**src/design/twc_pkg.sv**
```systemverilog
// twc_pkg: shared constants, types and register map of the 8-bit timer waveform unit.
// assumes a 32-bit classic wishbone slave with word-aligned byte addresses.
package twc_pkg;

   localparam int CNT_W = 8;
   localparam int ADR_W = 8;
   localparam int DAT_W = 32;
   localparam int PRE_W = 10;

   // register byte offsets
   localparam logic [ADR_W-1:0] OFS_CTRL_A = 8'h00;
   localparam logic [ADR_W-1:0] OFS_CTRL_B = 8'h04;
   localparam logic [ADR_W-1:0] OFS_COUNT = 8'h08;
   localparam logic [ADR_W-1:0] OFS_CMP_A = 8'h0c;
   localparam logic [ADR_W-1:0] OFS_CMP_B = 8'h10;
   localparam logic [ADR_W-1:0] OFS_IRQ_STATUS = 8'h14;
   localparam logic [ADR_W-1:0] OFS_IRQ_MASK = 8'h18;

   // timer_waveform_control_a fields
   localparam int CA_ACT_A_LSB = 6;
   localparam int CA_ACT_B_LSB = 4;
   localparam int CA_MODE_LSB = 0;
   localparam logic [7:0] CA_WRITE_MASK = 8'hf3;

   // timer_clock_control_b fields
   localparam int CB_TOP_BIT = 3;
   localparam int CB_CSEL_LSB = 0;
   localparam logic [7:0] CB_WRITE_MASK = 8'h0f;

   // interrupt status and mask bits
   localparam int IRQ_OVF = 0;
   localparam int IRQ_MATCH_A = 1;
   localparam int IRQ_MATCH_B = 2;
   localparam int IRQ_W = 3;

   localparam logic [7:0] RST_CTRL = 8'h00;
   localparam logic [CNT_W-1:0] RST_COUNT = 8'h00;
   localparam logic [CNT_W-1:0] RST_CMP = 8'h00;
   localparam logic [IRQ_W-1:0] RST_IRQ = 3'h0;
   localparam logic [CNT_W-1:0] CNT_MAX = 8'hff;
   localparam logic [CNT_W-1:0] CNT_BOTTOM = 8'h00;

   // prescaler divide masks, tick when the low bits are all ones
   localparam logic [PRE_W-1:0] DIV1_MASK = 10'h000;
   localparam logic [PRE_W-1:0] DIV8_MASK = 10'h007;
   localparam logic [PRE_W-1:0] DIV64_MASK = 10'h03f;
   localparam logic [PRE_W-1:0] DIV256_MASK = 10'h0ff;
   localparam logic [PRE_W-1:0] DIV1024_MASK = 10'h3ff;

   typedef enum logic [2:0] {
      MODE_NORMAL = 3'h0,
      MODE_PC_FF = 3'h1,
      MODE_CLEAR_ON_MATCH = 3'h2,
      MODE_FAST_FF = 3'h3,
      MODE_RSVD4 = 3'h4,
      MODE_PC_CMPA = 3'h5,
      MODE_RSVD6 = 3'h6,
      MODE_FAST_CMPA = 3'h7
   } twc_mode_t;

   // timing strobes and mode class passed to each compare channel
   typedef struct packed {
      logic fast;
      logic phase;
      logic counting_up;
      logic top_bit;
      logic at_top;
   } twc_wave_t;

endpackage

```
**src/design/twc_timer.sv**
```systemverilog
// twc_timer: 8-bit timer/counter with two compare outputs, wishbone register access.
// assumes a classic wishbone master on clk_i; pin enables go to the port mux outside.
//
// Our own choices: the register addresses and the Wishbone register port.
`timescale 1ns/10ps

module twc_timer (
   input wire logic clk_i,
   input wire logic rst_i,
   input wire logic wb_cyc_i,
   input wire logic wb_stb_i,
   input wire logic wb_we_i,
   input wire logic [twc_pkg::ADR_W-1:0] wb_adr_i,
   input wire logic [3:0] wb_sel_i,
   input wire logic [twc_pkg::DAT_W-1:0] wb_dat_i,
   output logic [twc_pkg::DAT_W-1:0] wb_dat_o,
   output logic wb_ack_o,
   output logic compare_output_a_pin_o,
   output logic compare_output_a_pin_en_o,
   output logic compare_output_b_pin_o,
   output logic compare_output_b_pin_en_o,
   output logic irq_o
);
   import twc_pkg::*;

   // ---------------- registers ----------------
   logic [7:0] timer_waveform_control_a;
   logic [7:0] timer_clock_control_b;
   logic [CNT_W-1:0] counter_value;
   logic [CNT_W-1:0] compare_value_a_buf;
   logic [CNT_W-1:0] compare_value_b_buf;
   logic [CNT_W-1:0] compare_value_a;
   logic [CNT_W-1:0] compare_value_b;
   logic [IRQ_W-1:0] irq_status;
   logic [IRQ_W-1:0] irq_mask;
   logic counting_up;
   logic match_blocked;
   logic tick;

   // ---------------- mode decode ----------------
   function automatic logic mode_top_from_a(input logic [2:0] m);
      return (m == MODE_CLEAR_ON_MATCH) || (m == MODE_PC_CMPA) || (m == MODE_FAST_CMPA);
   endfunction

   function automatic logic mode_is_fast(input logic [2:0] m);
      return (m == MODE_FAST_FF) || (m == MODE_FAST_CMPA);
   endfunction

   function automatic logic mode_is_phase(input logic [2:0] m);
      return (m == MODE_PC_FF) || (m == MODE_PC_CMPA);
   endfunction

   wire logic [1:0] channel_a_output_action = timer_waveform_control_a[CA_ACT_A_LSB +: 2];
   wire logic [1:0] channel_b_output_action = timer_waveform_control_a[CA_ACT_B_LSB +: 2];
   wire logic waveform_mode_top_bit = timer_clock_control_b[CB_TOP_BIT];
   wire logic [2:0] waveform_mode_select =
      {waveform_mode_top_bit, timer_waveform_control_a[CA_MODE_LSB +: 2]};
   wire logic [2:0] clock_select = timer_clock_control_b[CB_CSEL_LSB +: 3];

   // reserved codes 4 and 6 count as normal mode but raise no overflow flag; outputs follow non-PWM actions
   wire logic fast_mode = mode_is_fast(waveform_mode_select);
   wire logic phase_mode = mode_is_phase(waveform_mode_select);
   wire logic pwm_mode = fast_mode | phase_mode;
   wire logic [CNT_W-1:0] top_value =
      mode_top_from_a(waveform_mode_select) ? compare_value_a : CNT_MAX;

   // ---------------- bus decode ----------------
   wire logic bus_req = wb_cyc_i & wb_stb_i & ~wb_ack_o;
   wire logic bus_wr = bus_req & wb_we_i & wb_sel_i[0];
   wire logic [7:0] wr_byte = wb_dat_i[7:0];
   wire logic wr_ctrl_a = bus_wr & (wb_adr_i == OFS_CTRL_A);
   wire logic wr_ctrl_b = bus_wr & (wb_adr_i == OFS_CTRL_B);
   wire logic wr_count = bus_wr & (wb_adr_i == OFS_COUNT);
   wire logic wr_cmp_a = bus_wr & (wb_adr_i == OFS_CMP_A);
   wire logic wr_cmp_b = bus_wr & (wb_adr_i == OFS_CMP_B);
   wire logic wr_status = bus_wr & (wb_adr_i == OFS_IRQ_STATUS);
   wire logic wr_mask = bus_wr & (wb_adr_i == OFS_IRQ_MASK);

   logic [7:0] rd_byte;

   always_comb begin
      rd_byte = 8'h00;
      unique case (wb_adr_i)
         OFS_CTRL_A: rd_byte = timer_waveform_control_a & CA_WRITE_MASK;
         OFS_CTRL_B: rd_byte = timer_clock_control_b & CB_WRITE_MASK;
         OFS_COUNT: rd_byte = counter_value;
         OFS_CMP_A: rd_byte = compare_value_a_buf;
         OFS_CMP_B: rd_byte = compare_value_b_buf;
         OFS_IRQ_STATUS: rd_byte = {5'h00, irq_status};
         OFS_IRQ_MASK: rd_byte = {5'h00, irq_mask};
         default: rd_byte = 8'h00;
      endcase
   end

   always_ff @(posedge clk_i) begin
      if (rst_i) begin
         wb_ack_o <= 1'b0;
         wb_dat_o <= '0;
      end else begin
         wb_ack_o <= bus_req;
         wb_dat_o <= bus_req ? {24'h000000, rd_byte} : '0;
      end
   end

   // ---------------- control registers ----------------
   always_ff @(posedge clk_i) begin
      if (rst_i) begin
         timer_waveform_control_a <= RST_CTRL;
         timer_clock_control_b <= RST_CTRL;
         irq_mask <= RST_IRQ;
      end else begin
         if (wr_ctrl_a) begin
            timer_waveform_control_a <= wr_byte & CA_WRITE_MASK;
         end
         if (wr_ctrl_b) begin
            timer_clock_control_b <= wr_byte & CB_WRITE_MASK;
         end
         if (wr_mask) begin
            irq_mask <= wr_byte[IRQ_W-1:0];
         end
      end
   end

   // ---------------- counter ----------------
   twc_prescaler u_prescaler (
      .clk_i(clk_i),
      .rst_i(rst_i),
      .csel_i(clock_select),
      .tick_o(tick)
   );

   wire logic at_top = counter_value == top_value;
   wire logic at_bottom = counter_value == CNT_BOTTOM;
   wire logic [CNT_W-1:0] count_inc = counter_value + 8'h01;
   wire logic [CNT_W-1:0] count_dec = counter_value - 8'h01;
   logic [CNT_W-1:0] next_counter;
   logic next_up;

   always_comb begin
      next_counter = counter_value;
      next_up = counting_up;
      if (phase_mode) begin
         // dual slope: stays at top one tick, turns at top and at bottom
         if (top_value == CNT_BOTTOM) begin
            next_counter = CNT_BOTTOM;
            next_up = 1'b1;
         end else if (counting_up) begin
            next_counter = at_top ? count_dec : count_inc;
            next_up = ~at_top;
         end else begin
            next_counter = at_bottom ? count_inc : count_dec;
            next_up = at_bottom;
         end
      end else begin
         next_counter = at_top ? CNT_BOTTOM : count_inc;
         next_up = 1'b1;
      end
   end

   always_ff @(posedge clk_i) begin
      if (rst_i) begin
         counter_value <= RST_COUNT;
         counting_up <= 1'b1;
         match_blocked <= 1'b0;
      end else if (wr_count) begin
         // a counter write suppresses the compare match on the next tick
         counter_value <= wr_byte;
         match_blocked <= 1'b1;
      end else if (tick) begin
         counter_value <= next_counter;
         counting_up <= next_up;
         match_blocked <= 1'b0;
      end
   end

   // ---------------- compare values ----------------
   wire logic top_tick = tick & at_top;
   wire logic load_cmp = ~pwm_mode | top_tick;

   always_ff @(posedge clk_i) begin
      if (rst_i) begin
         compare_value_a_buf <= RST_CMP;
         compare_value_b_buf <= RST_CMP;
         compare_value_a <= RST_CMP;
         compare_value_b <= RST_CMP;
      end else begin
         if (wr_cmp_a) begin
            compare_value_a_buf <= wr_byte;
         end
         if (wr_cmp_b) begin
            compare_value_b_buf <= wr_byte;
         end
         if (load_cmp) begin
            compare_value_a <= compare_value_a_buf;
            compare_value_b <= compare_value_b_buf;
         end
      end
   end

   // ---------------- events and interrupt ----------------
   wire logic match_a = tick & ~match_blocked & (counter_value == compare_value_a);
   wire logic match_b = tick & ~match_blocked & (counter_value == compare_value_b);
   wire logic ovf_at_max = tick & (counter_value == CNT_MAX) &
      ((waveform_mode_select == MODE_NORMAL) || (waveform_mode_select == MODE_CLEAR_ON_MATCH) ||
       (waveform_mode_select == MODE_FAST_FF));
   wire logic ovf_at_bottom = tick & phase_mode & at_bottom & ~counting_up;
   wire logic ovf_at_top = tick & at_top & (waveform_mode_select == MODE_FAST_CMPA);
   wire logic [IRQ_W-1:0] irq_events = {match_b, match_a, ovf_at_max | ovf_at_bottom | ovf_at_top};
   wire logic [IRQ_W-1:0] irq_clear = wr_status ? wr_byte[IRQ_W-1:0] : RST_IRQ;
   // a set arriving with its clear wins
   wire logic [IRQ_W-1:0] next_irq_status = (irq_status & ~irq_clear) | irq_events;

   always_ff @(posedge clk_i) begin
      if (rst_i) begin
         irq_status <= RST_IRQ;
         irq_o <= 1'b0;
      end else begin
         irq_status <= next_irq_status;
         irq_o <= |(irq_status & irq_mask);
      end
   end

   // ---------------- compare outputs ----------------
   wire twc_wave_t wave_ctl = '{
      fast: fast_mode,
      phase: phase_mode,
      counting_up: counting_up,
      top_bit: waveform_mode_top_bit,
      at_top: top_tick
   };

   twc_channel #(
      .TOGGLE_IN_PWM(1'b1)
   ) u_channel_a (
      .clk_i(clk_i),
      .rst_i(rst_i),
      .ctl_i(wave_ctl),
      .action_i(channel_a_output_action),
      .match_i(match_a),
      .cmp_is_top_i(compare_value_a == top_value),
      .pin_o(compare_output_a_pin_o),
      .pin_en_o(compare_output_a_pin_en_o)
   );

   twc_channel #(
      .TOGGLE_IN_PWM(1'b0)
   ) u_channel_b (
      .clk_i(clk_i),
      .rst_i(rst_i),
      .ctl_i(wave_ctl),
      .action_i(channel_b_output_action),
      .match_i(match_b),
      .cmp_is_top_i(compare_value_b == top_value),
      .pin_o(compare_output_b_pin_o),
      .pin_en_o(compare_output_b_pin_en_o)
   );

   // the pin direction bit stays with software; pin_en only requests the port override

endmodule

```
**src/design/twc_prescaler.sv**
```systemverilog
// twc_prescaler: free-running divider giving the timer count enable.
// assumes clk_i is the i/o clock; select codes 0, 6 and 7 hold the timer stopped.
`timescale 1ns/10ps
module twc_prescaler (
   input wire logic clk_i,
   input wire logic rst_i,
   input wire logic [2:0] csel_i,
   output logic tick_o
);
   import twc_pkg::*;

   logic [PRE_W-1:0] div_cnt;
   logic [PRE_W-1:0] div_mask;
   logic run;
   wire logic [PRE_W-1:0] next_div_cnt = div_cnt + 10'h001;
   wire logic div_hit = (div_cnt & div_mask) == div_mask;

   always_comb begin
      div_mask = DIV1_MASK;
      run = 1'b1;
      unique case (csel_i)
         3'h1: div_mask = DIV1_MASK;
         3'h2: div_mask = DIV8_MASK;
         3'h3: div_mask = DIV64_MASK;
         3'h4: div_mask = DIV256_MASK;
         3'h5: div_mask = DIV1024_MASK;
         default: run = 1'b0;
      endcase
   end

   always_ff @(posedge clk_i) begin
      if (rst_i) begin
         div_cnt <= '0;
         tick_o <= 1'b0;
      end else begin
         div_cnt <= next_div_cnt;
         tick_o <= run & div_hit;
      end
   end
endmodule

```
**src/design/twc_channel.sv**
```systemverilog
// twc_channel: one compare output, applying the two-bit action field per mode.
// assumes match_i and ctl_i.at_top are single-cycle strobes on a timer tick.
`timescale 1ns/10ps
module twc_channel #(
   parameter bit TOGGLE_IN_PWM = 1'b1
) (
   input wire logic clk_i,
   input wire logic rst_i,
   input twc_pkg::twc_wave_t ctl_i,
   input wire logic [1:0] action_i,
   input wire logic match_i,
   input wire logic cmp_is_top_i,
   output logic pin_o,
   output logic pin_en_o
);
   import twc_pkg::*;

   wire logic pwm = ctl_i.fast | ctl_i.phase;
   // in PWM modes a match at top is dropped when the upper action bit is set
   wire logic eff_match = match_i & ~(pwm & action_i[1] & cmp_is_top_i);
   wire logic toggle_ok = ~pwm | (TOGGLE_IN_PWM & ctl_i.top_bit);
   wire logic top_event = pwm & action_i[1] & ctl_i.at_top & (ctl_i.fast | cmp_is_top_i);
   logic next_pin;

   always_comb begin
      next_pin = pin_o;
      if (eff_match) begin
         unique case (action_i)
            2'b01: next_pin = toggle_ok ? ~pin_o : pin_o;
            2'b10: next_pin = ctl_i.phase ? ~ctl_i.counting_up : 1'b0;
            2'b11: next_pin = ctl_i.phase ? ctl_i.counting_up : 1'b1;
            default: next_pin = pin_o;
         endcase
      end else if (top_event) begin
         // fast: set/clear at top; phase correct with compare at top: level of a down-count match
         next_pin = ~action_i[0];
      end
   end

   always_ff @(posedge clk_i) begin
      if (rst_i) begin
         pin_o <= 1'b0;
         pin_en_o <= 1'b0;
      end else begin
         pin_o <= next_pin;
         pin_en_o <= |action_i;
      end
   end
endmodule

```
**config.mk**
```make
export PLATFORM = sky130hd
export DESIGN_NAME = twc_timer
export DESIGN_NICKNAME = d
export VERILOG_FILES = /design/src/design/twc_pkg.sv /design/src/design/twc_timer.sv /design/src/design/twc_prescaler.sv /design/src/design/twc_channel.sv
export SDC_FILE = /design/constraint.sdc
export NUM_CORES = 1
export LEC_CHECK = 0
export BUFFER_PORTS_ARGS = -buffer_cell sky130_fd_sc_hd__buf_4
export CAP_MARGIN = 10
export CORE_MARGIN = 1
export CORE_UTILIZATION = 61
export CTS_BUF_LIST = sky130_fd_sc_hd__clkbuf_8 sky130_fd_sc_hd__clkbuf_16
export CTS_CLUSTER_DIAMETER = 50
export CTS_CLUSTER_SIZE = 12
export DETAILED_ROUTE_END_ITERATION = 8
export PLACE_DENSITY = 0.86
export SYNTH_ARGS = -nofsm -noshare
export SYNTH_HDL_FRONTEND = slang
export SYNTH_HIERARCHICAL = 1
export SYNTH_SLANG_ARGS = --single-unit
```
**constraint.sdc**
```tcl
create_clock -name clk_i -period 4 [get_ports clk_i]
set_clock_uncertainty 0.1 [all_clocks]
set_input_delay 0.6 -clock clk_i [delete_from_list [all_inputs] [get_ports clk_i]]
set_output_delay 0.6 -clock clk_i [all_outputs]
set_load 0.01 [all_outputs]
```
==> impl_results.md <==
* Status: finished clean
* Vias post-DR at 4648
* Max-Cap Viols at 0
* Initial drt markers at 470
* Hold buffer count at cts at 0
* Synth Area in Compound Gates at 18.1%
* Synth Area per Inst at 8.40 um2
* WP data required at 4.12 ns
* Commonest cells after routing, fill and taps aside: dfxtp_1, nand2_1, nor2_1, a21oi_1, buf_4
* Ys Warns at 6
* Fin crit period at 2.84 ns
* Total CTS buffers at 9
* Final setup vio count at 0
* Clk root buf: clkbuf_8
* Critical path peak fanout at 8
* Power per cell area at 284 mW/mm2
* Lkg Pwr at 1.88 nW
* Crit path from: timer_waveform_control_a[1]
* Clock slew at reported path FFs at 0.09 ns
* Hold Path Cell Cnt at 1
* # Post-CTS Setup Buffers at 0
* Max-slew headroom at 29.4%
* Post-synth EDFFs at 0
* Initial core utilization at 62.4%
* IO Count at 87
* Reg2Reg Setup Slack at 1.16 ns
* Unrepaired setup endpoints after global routing: false
* Part of the cycle the worst path needs at 71.1%
* Cells on worst reg2reg path at 12
* # H-tree levels at 3
* CP max stage delay at 0.47 ns
* CTS tree: built
* Syn Std Cell Area at 0.00510 mm2
* Seq cells post-synth at 83
* Final wirelength at 13100 um
* Highest clock rate at 352 MHz
* Worst path depth at 12
* CP Buf/Inv Count at 1
* Startpoint Class: flop
* Post-synth top area share at 32.5%
* Ys flop type: dfxtp_1
* Tot GR Track Use at 30.8%
* Insertion delay to the later sink of the worst-skew pair at 0.36 ns
* Final Worst Setup Slack at 1.16 ns
* Critical path class: reg2reg
* Final hold viol count at 0
* Grt total ovfl at 0
* Largest net degree at the start of global routing at 95
* Clk buf depth at 2
* Routed WL per cell at 17.7 um
* Origin of the critical flop-to-flop path: timer_waveform_control_a[1]
* N_diodes at 0
* Worst path slowest cell: dfxtp_1
* Setup Slack @ Placement at 1.09 ns
* Sequential area share after synthesis at 32.5%
* First-pass GRT wire length at 21100 um
* Reg2reg end: u_channel_b/pin_o
* Actual slew at the worst max-slew pin at 1.05 ns
* I/O Buffers at 35
* PostCTS Resize Cnt at 0
* DP HPWL at 9150 um
* Via/cell ratio at 6.32
* Fin. max-slew vios at 0
* Cell taking the most area after synthesis: dfxtp_1
* End of the critical path: u_channel_b/pin_o
* Die Area at 0.00874 mm2
* Synth top area cells: dfxtp_1, mux2i_1, nand2b_1, a21oi_1, nand2_1
* Largest family of logic cells by synthesized area: simple AND/OR/NAND/NOR gates
* XOR/XNOR share of the synthesized area at 5.32%
* Post-Synth Simple-Gate Area at 28.0%
* Vias in the first global route at 4262
* VDD IR max at 215 uV
* Drt drc at 0
* Floorplan row count at 33
* Syn-to-layout area delta at 7.94%
* Cell variety after synth at 87
* Hold WC Path Type: reg2reg
* Drt pass-1 iters at 8
* Initial antenna violation count at 0
* Final setup TNS at 0 ns
* Synth Area in Adders at 0.980%
* Die Wd at 93.5 um
* Clock Sink Count at 83
* Cells after synthesis at 608
* Commonest non-fill, non-tap cell in the layout: dfxtp_1
* RePlAce Congestion at 0.899
* Share of cells above drive strength 1 at 14.4%
* # nets final at 679
* Mux share of post-synthesis cell area at 7.52%
* Crit-path leading delay family: compound AO/OA/AOI/OAI gates
* Post-route ant nets at 0
* Crit path DAT at 2.96 ns
* CP cell instances: nor3b_2 > nor2_4 > o21ai_0 > a22o_1 > a21oi_1 > nor4_1 > buf_4 > o21ai_0 > a31oi_1 > o31ai_1 > o21ai_1 > a21oi_1
* Die height at 93.5 um
* Crit path capture type: flop
* Core Box Area at 0.00818 mm2
* Asr flop ratio synth at 0%
per-layer routing:
layer | up-vias | global-route usage (%) | part of all wire [%]
met1 | 2182 | 38.9 | 40
li1 | 2179 | - | -
met4 | 0 | 14.0 | 3.7
met2 | 244 | 51.1 | 47
met3 | 43 | 5.61 | 8.6
met5 | - | 0 | 0
report_power, final:
part	switching [W]	total, W	internal (W)	leakage [nW]
Sequential	0.00000295	0.000831	0.000829	0.669
Clock	0.000329	0.000660	0.000332	0.112
Combinational	0.0000447	0.0000705	0.0000259	1.10
kinds of logic (layout without fill, tap and decap cells):
kind of cell / after synthesis / in the layout
fa+ha+maj: 4 / 4
buf+inv: 67 / 67
mux: 36 / 36
flops: 83 / 83
other cells: 1 / 24
simple gates: 261 / 261
compound gates: 125 / 125
xor+xnor: 31 / 31
registers in the layout, summed over array words and instances (netlist names), 3 cells and up:
signal                    cells
u_prescaler/div_cnt          10
compare_value_a               8
compare_value_a_buf           8
compare_value_b               8
compare_value_b_buf           8
counter_value                 8
wb_dat_o                      8
timer_waveform_control_a      6
timer_clock_control_b         4
irq_mask                      3
irq_status                    3
layout make-up:
type	count	area (um2)
multi-input cells	481	3150
fillers	645	2670
flip-flops and latches	83	1660
repair buffers	42	315
clock buffers	11	151
well taps	105	131
clock inverters	5	67.6
inverters	9	33.8
metrics by stage:
stage | cells | area [um2] | power, W | hold WS (ns) | utilization (%)
2_1_floorplan | 631 | 5190 | 0.000907 | 0.329 | -
3_3_place_gp | 720 | 5290 | 0.000918 | 0.342 | 64.7
3_5_place_dp | 720 | 5290 | 0.000920 | 0.347 | 64.7
4_1_cts | 736 | 5510 | 0.00157 | 0.369 | 67.4
5_1_grt | 736 | 5510 | 0.00161 | 0.389 | 67.4
6_report | 736 | 5510 | 0.00156 | 0.363 | 67.4
synthesized netlist by cell type, types with 8 or more instances:
library cell and count:
dfxtp_1 83, inv_1 9, nand3_1 37, mux2i_1 29, o21ai_0 12, clkbuf_1 20
a21oi_1 43, nand2_1 53, buf_4 25, xor2_1 13, nand2b_1 41, nor3_1 12
xnor2_1 18, a222oi_1 8, nor2_1 45, a31oi_1 8, nor4_1 8
how the worst min path moves through the flow:
stage	end	slack, ns	from
final	u_prescaler/div_cnt[0]	0.36	u_prescaler/div_cnt[0]
after detailed placement	u_prescaler/div_cnt[0]	0.35	u_prescaler/div_cnt[0]
after global routing	u_prescaler/div_cnt[0]	0.39	u_prescaler/div_cnt[0]
after CTS	u_prescaler/div_cnt[0]	0.37	u_prescaler/div_cnt[0]
after floorplan	u_prescaler/div_cnt[0]	0.33	u_prescaler/div_cnt[0]
after global placement	u_prescaler/div_cnt[0]	0.34	u_prescaler/div_cnt[0]
(Power assumes the default switching activity.)
